[config.mk]
export PLATFORM = sky130hd
export DESIGN_NAME = dma_channel_control_and_interrupt
export DESIGN_NICKNAME = d
export VERILOG_FILES = /design/src/dma_chan_pkg.sv /design/src/dma_channel_control_and_interrupt.sv
export SDC_FILE = /design/constraint.sdc
export NUM_CORES = 1
export LEC_CHECK = 0
export BUFFER_PORTS_ARGS = -buffer_cell sky130_fd_sc_hd__buf_2
export CORE_ASPECT_RATIO = 1.25
export CORE_MARGIN = 4
export CORE_UTILIZATION = 33
export CTS_CLUSTER_SIZE = 28
export DETAILED_ROUTE_END_ITERATION = 8
export PLACE_DENSITY = 0.49
export SYNTH_ARGS = -nofsm -noshare
export SYNTH_HDL_FRONTEND = slang
export SYNTH_SLANG_ARGS = --single-unit
[constraint.sdc]
create_clock -name mclk -period 8.5 [get_ports mclk]
set_input_delay 0 -clock mclk [delete_from_list [all_inputs] [get_ports mclk]]
set_output_delay 0 -clock mclk [all_outputs]
set_load 0.03 [all_outputs]
[src/dma_chan_pkg.sv]
// constants, field layout and carrier types of the dma channel control block
// assumes a 32-bit avalon-mm slave port with byte addresses
package dma_chan_pkg;

  // ----------------------------------------------------------------
  // register byte offsets (word aligned)
  // ----------------------------------------------------------------
  localparam logic [11:0] OFF_LEVEL_VECTOR = 12'h784;
  localparam logic [11:0] OFF_CONTROL      = 12'h788;
  localparam logic [11:0] OFF_STATUS       = 12'h78c;
  localparam logic [11:0] OFF_SRC_PTR      = 12'h790;
  localparam logic [11:0] OFF_DST_PTR      = 12'h794;

  // ----------------------------------------------------------------
  // channel control field positions
  // ----------------------------------------------------------------
  localparam int CCR_BRK_IE   = 15;
  localparam int CCR_NRM_IE   = 14;
  localparam int CCR_ERR_IE   = 13;
  localparam int CCR_ECO      = 12;
  localparam int CCR_SRC_INC  = 11;
  localparam int CCR_DST_INC  = 10;
  localparam int CCR_SOURCE_OPERAND_SIZE    = 8;   // two bits, 9:8
  localparam int CCR_DEST_OPERAND_SIZE    = 6;   // two bits, 7:6
  localparam int CCR_REQ      = 4;   // two bits, 5:4
  localparam int CCR_BB       = 2;   // two bits, 3:2
  localparam int CCR_SINGLE   = 1;
  localparam int CCR_START    = 0;

  // status layout: summary at 7, termination bits at 6:2
  localparam int ST_SUMMARY   = 7;
  localparam int ST_LSB       = 2;   // five bits, 6:2
  localparam int TS_DONE      = 4;   // positions inside the 5-bit group
  localparam int TS_SRC_ERR   = 3;
  localparam int TS_DST_ERR   = 2;
  localparam int TS_SETUP_CONFIG_ERROR      = 1;
  localparam int TS_BREAKPOINT_STATUS      = 0;

  // level/vector layout
  localparam int IV_LEVEL     = 8;   // three bits, 10:8

  // ----------------------------------------------------------------
  // reset values and encodings
  // ----------------------------------------------------------------
  localparam logic [7:0]  VECTOR_RST  = 8'h0f;
  localparam logic [2:0]  LEVEL_RST   = 3'h0;
  localparam logic [15:0] CONTROL_RST = 16'h0000;
  localparam logic [31:0] PTR_RST     = 32'h0000_0000;

  localparam logic [1:0] SZ_LONG   = 2'h0;
  localparam logic [1:0] SZ_BYTE   = 2'h1;
  localparam logic [1:0] SZ_WORD   = 2'h2;
  localparam logic [1:0] SZ_UNUSED = 2'h3;

  localparam logic [1:0] RQ_INTERNAL = 2'h0;
  localparam logic [1:0] RQ_RESERVED = 2'h1;
  localparam logic [1:0] RQ_BURST    = 2'h2;
  localparam logic [1:0] RQ_STEAL    = 2'h3;

  localparam logic [1:0] RESP_OKAY   = 2'h0;
  localparam logic [1:0] RESP_SLVERR = 2'h2;

  // bandwidth window: 1024 clocks, shares in slices of 256 clocks
  localparam int BW_WINDOW_CLK = 1024;
  localparam int BW_SLICE_CLK  = 256;

  // ----------------------------------------------------------------
  // carriers
  // ----------------------------------------------------------------
  typedef struct packed {
    logic        read;
    logic        write;
    logic [11:0] address;
    logic [31:0] writedata;
    logic [3:0]  byteenable;
  } av_req_t;

  typedef struct packed {
    logic        valid;
    logic        write;
    logic [1:0]  size;
    logic [31:0] address;
  } cyc_t;

  typedef enum logic [1:0] {
    ST_IDLE  = 2'b00,
    ST_READ  = 2'b01,
    ST_WRITE = 2'b10
  } eng_state_t;

endpackage

[src/dma_channel_control_and_interrupt.sv]
// control, status and interrupt logic of one dma channel with a small
// operand sequencer; registers reached over avalon-mm with waitrequest
// assumes the bus-cycle unit outside runs each cycle it is handed and
// answers with cycle_ack or cycle_bus_error; all inputs but rstn are synchronous
//
// Decided for this implementation: register access over Avalon-MM.
`timescale 1ns/10ps

// Behaviour
// - level/vector register: supervisor only, not stopped
// - pending interrupt drives programmed level out
// - 8-bit vector, resets to 0f
// - control register: any privilege, not stopped
// - breakpoint enable and breakpoint status raise interrupt
// - normal enable and done status raise interrupt
// - error enable with any error raises interrupt
// - external option ignored in internal request mode
// - single mode: option picks read/write handshake portion
// - dual mode: option picks requesting portion
// - source pointer steps 1/2/4 when enabled
// - destination pointer steps 1/2/4 when enabled
// - source cycle size from control 9:8
// - destination cycle size from control 7:6
// - request mode from control 5:4
// - internal mode bus share per 1024 clocks
// - single mode one cycle, else dual cycles
// - start clears on reset, zero write, termination
// - start refused while any termination status set
// - internal mode runs while start set
// - external mode waits for request input
// - control writes act at once; halt after cycle (in dual mode the write cycle still follows the read)
// - summary bit is or of termination bits
// - termination bits clear on write one
module dma_channel_control_and_interrupt
  import dma_chan_pkg::*;
(
  input  wire logic    mclk,                     // module clock, 40 mhz
  input  wire logic    rstn,                     // async reset, low
  input  wire av_req_t avs_req,                  // avalon request group
  output logic [31:0]  avs_readdata,             // avalon read data
  output logic         avs_waitrequest,          // avalon stall
  output logic [1:0]   avs_response,             // okay or slave error
  input  wire logic    supervisor,               // access privilege
  input  wire logic    module_stop_control,      // module stopped
  input  wire logic    transfer_request_in,      // peripheral request
  output logic         transfer_acknowledge_out, // handshake ack, high
  output cyc_t         cycle_out,                // bus cycle order
  input  wire logic    cycle_ack,                // bus cycle finished
  input  wire logic    cycle_bus_error,          // bus cycle failed
  input  wire logic    last_operand,             // count reaches end
  input  wire logic    breakpoint_in,            // breakpoint seen
  output logic         irq_request,              // interrupt request
  output logic [2:0]   irq_priority_level        // level on irq lines
);

  // ----------------------------------------------------------------
  // functions
  // ----------------------------------------------------------------
  function automatic logic [15:0] merge16(input logic [15:0] old_v,
                                          input logic [15:0] new_v,
                                          input logic [1:0]  be);
    logic [15:0] r;
    r = old_v;
    if (be[0]) r[7:0] = new_v[7:0];
    if (be[1]) r[15:8] = new_v[15:8];
    return r;
  endfunction

  function automatic logic [31:0] merge32(input logic [31:0] old_v,
                                          input logic [31:0] new_v,
                                          input logic [3:0]  be);
    logic [31:0] r;
    r = old_v;
    for (int i = 0; i < 4; i++) begin
      if (be[i]) r[8*i +: 8] = new_v[8*i +: 8];
    end
    return r;
  endfunction

  // step after one operand: byte 1, word 2, long 4
  function automatic logic [31:0] size_step(input logic [1:0] sz);
    logic [31:0] r;
    r = 32'h0000_0004;
    if (sz == SZ_BYTE) r = 32'h0000_0001;
    else if (sz == SZ_WORD) r = 32'h0000_0002;
    return r;
  endfunction

  // unused size code or misaligned word/long address
  function automatic logic size_bad(input logic [1:0] sz,
                                    input logic       a0);
    return (sz == SZ_UNUSED) || ((sz != SZ_BYTE) && a0);
  endfunction

  // clocks allowed per window: 256 * (code + 1)
  function automatic logic [10:0] bw_limit(input logic [1:0] bb);
    logic [10:0] r;
    r = 11'((32'(bb) + 32'h1) * BW_SLICE_CLK);
    return r;
  endfunction

  // ----------------------------------------------------------------
  // reset release
  // ----------------------------------------------------------------
  logic rst_meta_q;
  logic rst_sync_q;

  // two flops so release never lands near a clock edge
  always_ff @(posedge mclk or negedge rstn) begin
    if (!rstn) begin
      rst_meta_q <= 1'b0;
      rst_sync_q <= 1'b0;
    end else begin
      rst_meta_q <= 1'b1;
      rst_sync_q <= rst_meta_q;
    end
  end

  // ----------------------------------------------------------------
  // register state
  // ----------------------------------------------------------------
  logic [2:0]  level_q;
  logic [7:0]  vector_q;
  logic [15:0] control_q;    // bit 0 unused here, start lives in start_q
  logic        start_q;
  logic [4:0]  term_q;       // done, src err, dst err, setup_config_error, breakpoint_status
  logic [31:0] src_ptr_q;
  logic [31:0] dst_ptr_q;
  logic        wait_q;
  logic [31:0] rdata_q;
  logic [1:0]  resp_q;

  // ----------------------------------------------------------------
  // avalon slave decode
  // ----------------------------------------------------------------
  logic        bus_req;
  logic        acc_ok;
  logic [31:0] rd_word;
  logic [2:0]  sel;          // 0 lv,1 ctl,2 status,3 src,4 dst,7 none
  logic        wr_go;
  logic [15:0] wd16;

  assign bus_req = avs_req.read | avs_req.write;
  assign wd16    = avs_req.writedata[15:0];

  // privilege and stop checks per register
  always_comb begin
    sel     = 3'h7;
    rd_word = 32'h0000_0000;
    acc_ok  = 1'b0;
    case (avs_req.address[11:2])
      OFF_LEVEL_VECTOR[11:2]: begin
        sel     = 3'h0;
        rd_word = {21'h0, level_q, vector_q};
        acc_ok  = supervisor & ~module_stop_control;
      end
      OFF_CONTROL[11:2]: begin
        sel     = 3'h1;
        rd_word = {16'h0, control_q[15:1], start_q};
        acc_ok  = ~module_stop_control;
      end
      OFF_STATUS[11:2]: begin
        sel     = 3'h2;
        rd_word = {24'h0, |term_q, term_q, 2'h0};
        acc_ok  = ~module_stop_control;
      end
      OFF_SRC_PTR[11:2]: begin
        sel     = 3'h3;
        rd_word = src_ptr_q;
        acc_ok  = ~module_stop_control;
      end
      OFF_DST_PTR[11:2]: begin
        sel     = 3'h4;
        rd_word = dst_ptr_q;
        acc_ok  = ~module_stop_control;
      end
      default: begin
        sel     = 3'h7;
        rd_word = 32'h0000_0000;
        acc_ok  = 1'b0;
      end
    endcase
  end

  // writes land on the edge where waitrequest is seen low
  assign wr_go = avs_req.write & ~wait_q & acc_ok;

  // one stall cycle per access; answer registered for clean timing
  always_ff @(posedge mclk or negedge rst_sync_q) begin
    if (!rst_sync_q) begin
      wait_q  <= 1'b1;
      rdata_q <= 32'h0000_0000;
      resp_q  <= RESP_OKAY;
    end else if (wait_q && bus_req) begin
      wait_q  <= 1'b0;
      rdata_q <= (avs_req.read && acc_ok) ? rd_word : 32'h0000_0000;
      resp_q  <= acc_ok ? RESP_OKAY : RESP_SLVERR;
    end else begin
      wait_q  <= 1'b1;
    end
  end

  // ----------------------------------------------------------------
  // level and vector
  // ----------------------------------------------------------------
  logic [15:0] lv_new;
  assign lv_new = merge16({5'h0, level_q, vector_q}, wd16,
                          avs_req.byteenable[1:0]);

  always_ff @(posedge mclk or negedge rst_sync_q) begin
    if (!rst_sync_q) begin
      level_q  <= LEVEL_RST;
      vector_q <= VECTOR_RST;
    end else if (wr_go && sel == 3'h0) begin
      level_q  <= lv_new[IV_LEVEL +: 3];
      vector_q <= lv_new[7:0];
    end
  end

  // ----------------------------------------------------------------
  // channel control fields
  // ----------------------------------------------------------------
  logic [1:0] source_operand_size;
  logic [1:0] dest_operand_size;
  logic [1:0] req_mode;
  logic       ext_mode;
  logic       eco_eff;
  logic       single;

  // fields act at once, even mid-transfer
  always_ff @(posedge mclk or negedge rst_sync_q) begin
    if (!rst_sync_q) begin
      control_q <= CONTROL_RST;
    end else if (wr_go && sel == 3'h1) begin
      control_q <= merge16(control_q, wd16,
                           avs_req.byteenable[1:0]);
    end
  end

  assign source_operand_size    = control_q[CCR_SOURCE_OPERAND_SIZE +: 2];
  assign dest_operand_size    = control_q[CCR_DEST_OPERAND_SIZE +: 2];
  assign req_mode = control_q[CCR_REQ +: 2];
  assign ext_mode = req_mode[1];
  assign eco_eff  = control_q[CCR_ECO] & ext_mode;
  assign single   = control_q[CCR_SINGLE];

  // ----------------------------------------------------------------
  // sequencer
  // ----------------------------------------------------------------
  eng_state_t state_q;
  logic [4:0] term_ev;
  logic       run;
  logic       grant;
  logic       launch;
  logic       setup_config_error_bad;
  logic       steal_arm_q;
  logic [9:0] win_q;
  logic [10:0] used_q;

  // running needs start set and all termination bits clear
  assign run = start_q & ~(|term_q) & ~module_stop_control;

  // request source by mode; reserved code never starts
  always_comb begin
    case (req_mode)
      RQ_INTERNAL: grant = used_q <
                           bw_limit(control_q[CCR_BB +: 2]);
      RQ_BURST:    grant = transfer_request_in;
      RQ_STEAL:    grant = transfer_request_in & steal_arm_q;
      default:     grant = 1'b0;
    endcase
  end

  assign launch   = run & grant & (state_q == ST_IDLE);
  assign setup_config_error_bad = size_bad(source_operand_size, src_ptr_q[0]) |
                    size_bad(dest_operand_size, dst_ptr_q[0]);

  // termination events raised by the sequencer this cycle
  always_comb begin
    term_ev = 5'h00;
    if (launch && setup_config_error_bad) term_ev[TS_SETUP_CONFIG_ERROR] = 1'b1;
    if (state_q != ST_IDLE && breakpoint_in) term_ev[TS_BREAKPOINT_STATUS] = 1'b1;
    if (state_q == ST_READ && cycle_bus_error) term_ev[TS_SRC_ERR] = 1'b1;
    if (state_q == ST_WRITE && cycle_bus_error) term_ev[TS_DST_ERR] = 1'b1;
    if (cycle_ack && !cycle_bus_error && last_operand &&
        (state_q == ST_WRITE || (state_q == ST_READ && single)))
      term_ev[TS_DONE] = 1'b1;
  end

  // bandwidth window: count clocks spent busy in each 1024 clocks
  always_ff @(posedge mclk or negedge rst_sync_q) begin
    if (!rst_sync_q) begin
      win_q  <= 10'h000;
      used_q <= 11'h000;
    end else begin
      win_q <= win_q + 10'h001;
      if (32'(win_q) == BW_WINDOW_CLK - 1)
        used_q <= 11'h000;
      else if (state_q != ST_IDLE)
        used_q <= used_q + 11'h001;
    end
  end

  // cycle steal takes one operand per request; rearm once it drops
  always_ff @(posedge mclk or negedge rst_sync_q) begin
    if (!rst_sync_q) begin
      steal_arm_q <= 1'b1;
    end else if (launch && req_mode == RQ_STEAL) begin
      steal_arm_q <= 1'b0;
    end else if (!transfer_request_in) begin
      steal_arm_q <= 1'b1;
    end
  end

  // operand sequencing; a cleared start halts only after the operand, a dual read still goes on to its write
  always_ff @(posedge mclk or negedge rst_sync_q) begin
    if (!rst_sync_q) begin
      state_q                  <= ST_IDLE;
      cycle_out                <= '0;
      transfer_acknowledge_out <= 1'b0;
    end else begin
      case (state_q)
        ST_IDLE: begin
          if (launch && !setup_config_error_bad) begin
            if (single && !eco_eff && ext_mode) begin
              // requester supplies data: write to memory
              state_q   <= ST_WRITE;
              cycle_out <= '{1'b1, 1'b1, dest_operand_size, dst_ptr_q};
              transfer_acknowledge_out <= 1'b1;
            end else begin
              state_q   <= ST_READ;
              cycle_out <= '{1'b1, 1'b0, source_operand_size, src_ptr_q};
              transfer_acknowledge_out <= ext_mode &
                                          (single | eco_eff);
            end
          end
        end
        ST_READ: begin
          if (cycle_bus_error || (cycle_ack && single)) begin
            state_q                  <= ST_IDLE;
            cycle_out                <= '0;
            transfer_acknowledge_out <= 1'b0;
          end else if (cycle_ack) begin
            state_q   <= ST_WRITE;
            cycle_out <= '{1'b1, 1'b1, dest_operand_size, dst_ptr_q};
            transfer_acknowledge_out <= ext_mode & ~eco_eff;
          end
        end
        ST_WRITE: begin
          if (cycle_bus_error || cycle_ack) begin
            state_q                  <= ST_IDLE;
            cycle_out                <= '0;
            transfer_acknowledge_out <= 1'b0;
          end
        end
        default: begin
          state_q                  <= ST_IDLE;
          cycle_out                <= '0;
          transfer_acknowledge_out <= 1'b0;
        end
      endcase
    end
  end

  // ----------------------------------------------------------------
  // address pointers
  // ----------------------------------------------------------------
  // a software write in the same cycle as a step wins
  always_ff @(posedge mclk or negedge rst_sync_q) begin
    if (!rst_sync_q) begin
      src_ptr_q <= PTR_RST;
    end else if (wr_go && sel == 3'h3) begin
      src_ptr_q <= merge32(src_ptr_q, avs_req.writedata,
                           avs_req.byteenable);
    end else if (state_q == ST_READ && cycle_ack && !cycle_bus_error &&
                 control_q[CCR_SRC_INC]) begin
      src_ptr_q <= src_ptr_q + size_step(source_operand_size);
    end
  end

  always_ff @(posedge mclk or negedge rst_sync_q) begin
    if (!rst_sync_q) begin
      dst_ptr_q <= PTR_RST;
    end else if (wr_go && sel == 3'h4) begin
      dst_ptr_q <= merge32(dst_ptr_q, avs_req.writedata,
                           avs_req.byteenable);
    end else if (state_q == ST_WRITE && cycle_ack && !cycle_bus_error &&
                 control_q[CCR_DST_INC]) begin
      dst_ptr_q <= dst_ptr_q + size_step(dest_operand_size);
    end
  end

  // ----------------------------------------------------------------
  // status and start
  // ----------------------------------------------------------------
  logic [4:0] term_clr;
  assign term_clr = (wr_go && sel == 3'h2 && avs_req.byteenable[0]) ?
                    avs_req.writedata[ST_LSB +: 5] : 5'h00;

  // new events beat a simultaneous write-one clear
  always_ff @(posedge mclk or negedge rst_sync_q) begin
    if (!rst_sync_q) begin
      term_q <= 5'h00;
    end else begin
      term_q <= (term_q & ~term_clr) | term_ev;
    end
  end

  // start may not be set over a pending termination
  always_ff @(posedge mclk or negedge rst_sync_q) begin
    if (!rst_sync_q) begin
      start_q <= 1'b0;
    end else if (|term_ev) begin
      start_q <= 1'b0;
    end else if (wr_go && sel == 3'h1 && avs_req.byteenable[0]) begin
      start_q <= wd16[CCR_START] & ~(|term_q);
    end
  end

  // ----------------------------------------------------------------
  // interrupt request
  // ----------------------------------------------------------------
  logic irq_pend;
  assign irq_pend =
    (control_q[CCR_BRK_IE] & term_q[TS_BREAKPOINT_STATUS]) |
    (control_q[CCR_NRM_IE] & term_q[TS_DONE]) |
    (control_q[CCR_ERR_IE] & (term_q[TS_SRC_ERR] |
                              term_q[TS_DST_ERR] |
                              term_q[TS_SETUP_CONFIG_ERROR]));

  // held while pending, gone once software clears the bits
  always_ff @(posedge mclk or negedge rst_sync_q) begin
    if (!rst_sync_q) begin
      irq_request        <= 1'b0;
      irq_priority_level <= 3'h0;
    end else begin
      irq_request        <= irq_pend;
      irq_priority_level <= irq_pend ? level_q : 3'h0;
    end
  end

  // ----------------------------------------------------------------
  // bus outputs
  // ----------------------------------------------------------------
  assign avs_readdata    = rdata_q;
  assign avs_waitrequest = wait_q;
  assign avs_response    = resp_q;

endmodule

# Yosys cells after proc, flatten, opt, wreduce, memory -nomap -nowiden
# Index checks and enable logic that the tools add are counted.
op_classes:
  n_mux: 54
  addsub: 5
  reduce_logical: 62
  n_eq_ne: 34
  magnitude_cmp: 1
  bitwise_logic: 29
ops:
  columns: ["op", "n"]
  rows:
  - ["2-to-1 mux 32 bit", 9]
  - ["case mux 32 bit (5 select lines)", 1]
  - ["2-to-1 mux 36 bit", 4]
  - ["case mux 36 bit (3 select lines)", 1]
  - ["adder 32 bit", 2]
  - ["== test 10 x 9 -> 1 bit, second input constant", 5]
  - ["2-to-1 mux 35 bit", 1]
  - ["2-to-1 mux 8 bit", 4]
  - ["logical AND 1 bit", 30]
  - ["AND reduction 2 bit", 12]
  - ["2-to-1 mux 11 bit", 2]
  - ["!= test 2 bit, second input constant", 9]
  - ["AND 1 bit", 15]
  - ["2-to-1 mux 1 bit", 15]
  - ["2-to-1 mux 3 bit", 5]
  - ["case mux 3 bit (5 select lines)", 1]
  - ["== test 2 bit, second input constant", 7]
  - ["2-to-1 mux 2 bit", 6]
  - ["adder 11 x 1 -> 11 bit, second input constant", 1]
  - ["less-than comparator 11 bit", 1]
  - ["adder 10 x 1 -> 10 bit, second input constant", 1]
  - ["== test 10 bit, second input constant", 1]
  - ["nonzero test 2 bit", 5]
  - ["OR reduction 5 bit", 2]
  - ["22 further kinds", 45]
totals:
  word_cells: 215
  register_bits: 199
  in_bits: 59
  out_inout_bits: 76

# Longest topological paths before layout
logic_depth:
  word_depth: 10
  ltp_mapped: 12
  depth_no_buf: 11

# Worst setup path after synthesis
# No wires, ideal clock.
synth_path:
  kind: "register to register"
  start: "register control_q[6]"
  end: "register dst_ptr_q[27]"
  required_time_ns: 8.377
  n_path_buf: 0
  period_less_slack_ns: 2.805
  arrival_ns: 2.682
  setup_ns: 0.123
  stages_incl_launch_ff: 10
  slack_ns: 5.695
  cell_sequence: "dfrtp_1 > inv_1 > ha_1 > ha_1 > a21oi_1 > and2_1 > or4_4 > or3_1 > or3b_1 > o221a_2"
synth_via:
  elab_chain_len: 8
  elab_cells_between_ends: 9
  cone_classes: "add/sub (1); eq/ne (2); mux (6)"
synth_lines:
  columns: ["item", "line", "source"]
  rows:
  - ["start, declared", "dma_channel_control_and_interrupt.sv:124", "logic [15:0] control_q;"]
  - ["start signal, assigned", "dma_channel_control_and_interrupt.sv:235", "control_q <= merge16(control_q, wd16,"]
  - ["== test 2 bit", "dma_channel_control_and_interrupt.sv:85", "else if (sz == SZ_WORD) r = 32'h0000_0002;"]
  - ["2-to-1 mux 3 bit", "dma_channel_control_and_interrupt.sv:85", null]
  - ["2-to-1 mux 3 bit *", "dma_channel_control_and_interrupt.sv:84", "if (sz == SZ_BYTE) r = 32'h0000_0001;"]
  - ["2-to-1 mux 32 bit *", "dma_channel_control_and_interrupt.sv:387", "end else if (state_q == ST_WRITE && cycle_ack && !cycle_bus_error &&"]
  - ["2-to-1 mux 32 bit *", "dma_channel_control_and_interrupt.sv:384", "end else if (wr_go && sel == 3'h4) begin"]
  - ["adder 32 bit *", "dma_channel_control_and_interrupt.sv:389", "dst_ptr_q <= dst_ptr_q + size_step(dest_operand_size);"]
  - ["2-to-1 mux 32 bit *", "dma_channel_control_and_interrupt.sv:387", null]
  - ["2-to-1 mux 32 bit *", "dma_channel_control_and_interrupt.sv:384", null]
  - ["end signal, assigned", "dma_channel_control_and_interrupt.sv:385", "dst_ptr_q <= merge32(dst_ptr_q, avs_req.writedata,"]
  - ["end signal, assigned", "dma_channel_control_and_interrupt.sv:389", null]
  - ["end, declared", "dma_channel_control_and_interrupt.sv:128", "logic [31:0] dst_ptr_q;"]
# Mark *: on every way between the ends. The rest lies on a longest branch, timed or not. The select of a mux whose other input is x is not followed.
# A chain may end at the register's enable or synchronous reset.

# Worst setup path in the final report
layout_path:
  start: "register control_q[2]"
  end: "register cycle_out[15] (netlist name)"
layout_via:
  elab_chain_len: 8
layout_lines:
  columns: ["item", "line", "source"]
  rows:
  - ["adder 2 x 1 -> 3 bit", "dma_channel_control_and_interrupt.sv:98", "r = 11'((32'(bb) + 32'h1) * BW_SLICE_CLK);"]
  - ["less-than comparator 11 bit", "dma_channel_control_and_interrupt.sv:266", "RQ_INTERNAL: grant = used_q <"]
  - ["case mux 1 bit (3 select lines)", "dma_channel_control_and_interrupt.sv:265", "case (req_mode)"]
  - ["AND 1 bit (2 in series)", "dma_channel_control_and_interrupt.sv:274", "assign launch = run & grant & (state_q == ST_IDLE);"]
  - ["logical AND 1 bit", "dma_channel_control_and_interrupt.sv:324", "if (launch && !setup_config_error_bad) begin"]
  - ["!= test 2 x 1 -> 1 bit (no source line)", null, null]
  - ["AND reduction 3 bit (no source line)", null, null]
  - ["end signal, assigned", "dma_channel_control_and_interrupt.sv:328", "cycle_out <= '{1'b1, 1'b1, dest_operand_size, dst_ptr_q};"]
  - ["end signal, assigned", "dma_channel_control_and_interrupt.sv:332", "cycle_out <= '{1'b1, 1'b0, source_operand_size, src_ptr_q};"]
  - ["end signal, assigned", "dma_channel_control_and_interrupt.sv:345", "cycle_out <= '{1'b1, 1'b1, dest_operand_size, dst_ptr_q};"]
  - ["end, declared", "dma_channel_control_and_interrupt.sv:47", "output cyc_t cycle_out,"]
# No other way between the ends.

==> metrics <==
Slew Limit Headroom 0.100; Remaining DRCs 0; CP Data Required Time around 9 ns; Period minus WS final 3.33 ns; hold slack 0.0611 ns; worst skew pair latency about 0.46 ns; PwrDens 148 mW/mm2; largest net degree at the start of global routing 77; post-route ant nets 0; CP Class reg2reg; Detailed Routing Iterations Pass 1 5; cell count after synthesis between 1000 and 1500; largest family of logic cells by synthesized area compound AO/OA/AOI/OAI gates; vias after detailed routing 9300; Post-synth EDFFs 0; GRT Overall Usage 0.206; post-synthesis xor/xnor area fraction 0.0167; slowest stage delay, CP about 0.75 ns; simple logic cell fraction of the synthesized area 0.183; Post-synth ARST share 1.00; maxcap violations 0; htree depth 4; initial antenna violation count 2; cts bufs inserted 17; final WL 36.0 mm; die height 207 um; DIE AREA approximately 0.035 mm2; setup bufs post-CTS 0; Ports 135; commonest cells after routing, fill and taps aside 189 x dfrtp_1, 131 x buf_2, 110 x nand2_1; arrival time worst endpoint about 3.7 ns; Slew @ Worst Pin about 1.3 ns; half-perimeter wire length after placement 26.2 mm; Setup TNS Final 0 ns; cell repeated most along the worst path ha_1; Syn-to-layout area delta 20.5%; Avg Inst Size Synth 9.61 um2; vias in the first global route a little over 9000; core area about 0.031 mm2; Synth Cell Area 0.0105 mm2; Ys Warns 0; initial detailed-routing violation count 734; fraction of layout cells with a size suffix above 1 0.226; CTS max path bufs 2; Synth Net Count 1166; multiplexer area fraction after synthesis 0.0726; Hold Path Class in2reg; Die X-Extent 167 um; Final Skew 0.0148 ns; worst vdd ir between 100 and 150 uV; CP max-delay cell a211oi_4; clk sink count 196; grt total ovfl 0; FMAX 300 MHz; Nets 1318; final setup vio count 0; Adder-Cell Fraction of Synth Area 0.0217; post-synthesis sequential area ratio 0.469; Port Buffers 131; Synth Register Bits roughly 200; average via count per standard cell 5.59; CP Max Fanout 23; Cell variety after synth 73; routability cong. ~0.85; slack of the critical path between 5 and 6 ns; Pins Over Slew Limit 0; run status completed; Main synth FF type dfrtp_1; post-place setup slack 5.08 ns; clk root buf clkbuf_16; RSZ-0062 raised after global routing no; first-pass GRT wire length 55.9 mm; crit path cell chain ha_1 -> inv_1 -> ha_1 -> o21ai_0 -> a211oi_1 -> or4b_1 -> nor2_1 -> a211oi_4 -> buf_4 -> mux2_2; most common cell after layout, fill and taps aside dfrtp_1; Final Hold Viols 0; routed length per instance about 22 um; Static Leak 5.67 nW; row cnt a little over 70; CP Capture Type flop; Synth Area in Compound Gates 0.202; period utilization 0.392; Initial Util 0.336; clk slew on worst S/H paths 0.07 ns; Startpoint Class flop; CTS tree done
where the power goes:
group | switching (mW) | internal (mW)
Clock | 0.406 | 0.412
Sequential | 0.0125 | 0.937
Combinational | 0.0620 | 0.0353
per-layer routing:
layer	wire length, um	GRT usage	vias to the layer above
li1	-	-	4353
met1	15200	0.268	4601
met2	18100	0.352	292
met3	1880	0.0331	54
met4	897	0.0663	0
met5	0	0	-
repair_timing:
| item | CTS | global route |
|---|---|---|
| endpoints found under the setup margin | 0 | 0 |
| resized for setup | 0 | 0 |
| hold endpoints to repair | 99 | 0 |
| hold buffers | 48 | 0 |
per-stage QoR:
| step | area (um2) | utilization | cells | total power [mW] |
|---|---|---|---|---|
| 5_1_grt | 12600 | 0.405 | 1664 | 1.94 |
| 3_5_place_dp | 11600 | 0.371 | 1582 | 1.05 |
| 2_1_floorplan | 10500 | - | 1090 | 1.00 |
| 6_report | 12600 | 0.405 | 1664 | 1.86 |
| 3_3_place_gp | 11600 | 0.371 | 1582 | 1.05 |
| 4_1_cts | 12600 | 0.405 | 1662 | 1.89 |
flip-flops by register name (all words and copies together) (netlist names):
| signal | flops |
|---|---|
| cycle_out | 36 |
| rst_sync_q | 1 |
| steal_arm_q | 1 |
| src_ptr_q | 32 |
| control_q | 15 |
| avs_response | 1 |
| win_q | 10 |
| start_q | 1 |
| used_q | 11 |
| avs_readdata | 32 |
| transfer_acknowledge_out | 1 |
| rst_meta_q | 1 |
| irq_request | 1 |
| vector_q | 8 |
| dst_ptr_q | 32 |
| level_q | 3 |
| avs_waitrequest | 1 |
| state_q | 1 |
| term_q | 5 |
| irq_priority_level | 3 |
worst max-delay path, delay by kind of cell, from the launching register on:
kind                     cells  cell delay, ns
buffers and inverters        2            0.51
adder cells (fa/ha/maj)      2            0.53
multiplexers                 1            0.38
AO/OA/AOI/OAI                3            1.06
AND/OR/NAND/NOR              2            0.29
flip-flops                   1            0.41
layout make-up:
cell class,count,area (um2)
sequential,196,4920
tap,407,509
inverter,31,116
multi-input combinational,801,5260
timing repair buffer,195,1260
clock buffer,17,425
antenna,2,5.00
clock inverter,15,145
fill,3161,18500
path summary, 6_finish.rpt:
path                                      from            end  slack [ns]  depth (start not counted)
setup / recovery                  control_q[2]  cycle_out[15]        5.17                         10
max in group asynchronous           rst_sync_q  src_ptr_q[26]        6.50                          1
hold reg to reg                     rst_meta_q     rst_sync_q        0.35                          0
hold / removal             module_stop_control    steal_arm_q        0.06                          5
min in group asynchronous                 rstn     rst_sync_q        0.38                          3
setup reg to reg                  control_q[2]  cycle_out[15]        5.17                         10
logic make-up (layout without fill, tap and decap cells):
logic type,after synthesis,after routing
compound gates,318,318
xor+xnor,20,20
fa+ha+maj,17,17
buf+inv,93,258
flops,196,196
mux,68,68
other cells,2,4
simple gates,376,376
synthesized netlist by cell type (all sizes together) (5+ instances only):
master | number | share of area
dfrtp | 190 | 0.45
nand2 | 110 | 0.039
a21oi | 76 | 0.036
o21ai | 76 | 0.036
nor2 | 68 | 0.025
mux2 | 64 | 0.069
nand3 | 55 | 0.027
clkbuf | 52 | 0.019
a22oi | 40 | 0.029
a22o | 39 | 0.033
inv | 31 | 0.011
nand4 | 26 | 0.016
nor3 | 26 | 0.012
ha | 15 | 0.018
or3 | 15 | 0.0098
o22ai | 13 | 0.0078
and3 | 11 | 0.0066
xor2 | 11 | 0.0092
buf | 10 | 0.0055
a222oi | 9 | 0.0086
and2 | 9 | 0.0054
nor2b | 9 | 0.0054
nor4 | 9 | 0.0074
xnor2 | 9 | 0.0075
a211oi | 8 | 0.0062
o211ai | 8 | 0.0057
a21o | 7 | 0.0050
dfstp | 6 | 0.015
nor3b | 6 | 0.0043
nand3b | 5 | 0.0036
o21bai | 5 | 0.0036
o221a | 5 | 0.0054
or2 | 5 | 0.0030
Power figures use the tool's default switching activity.
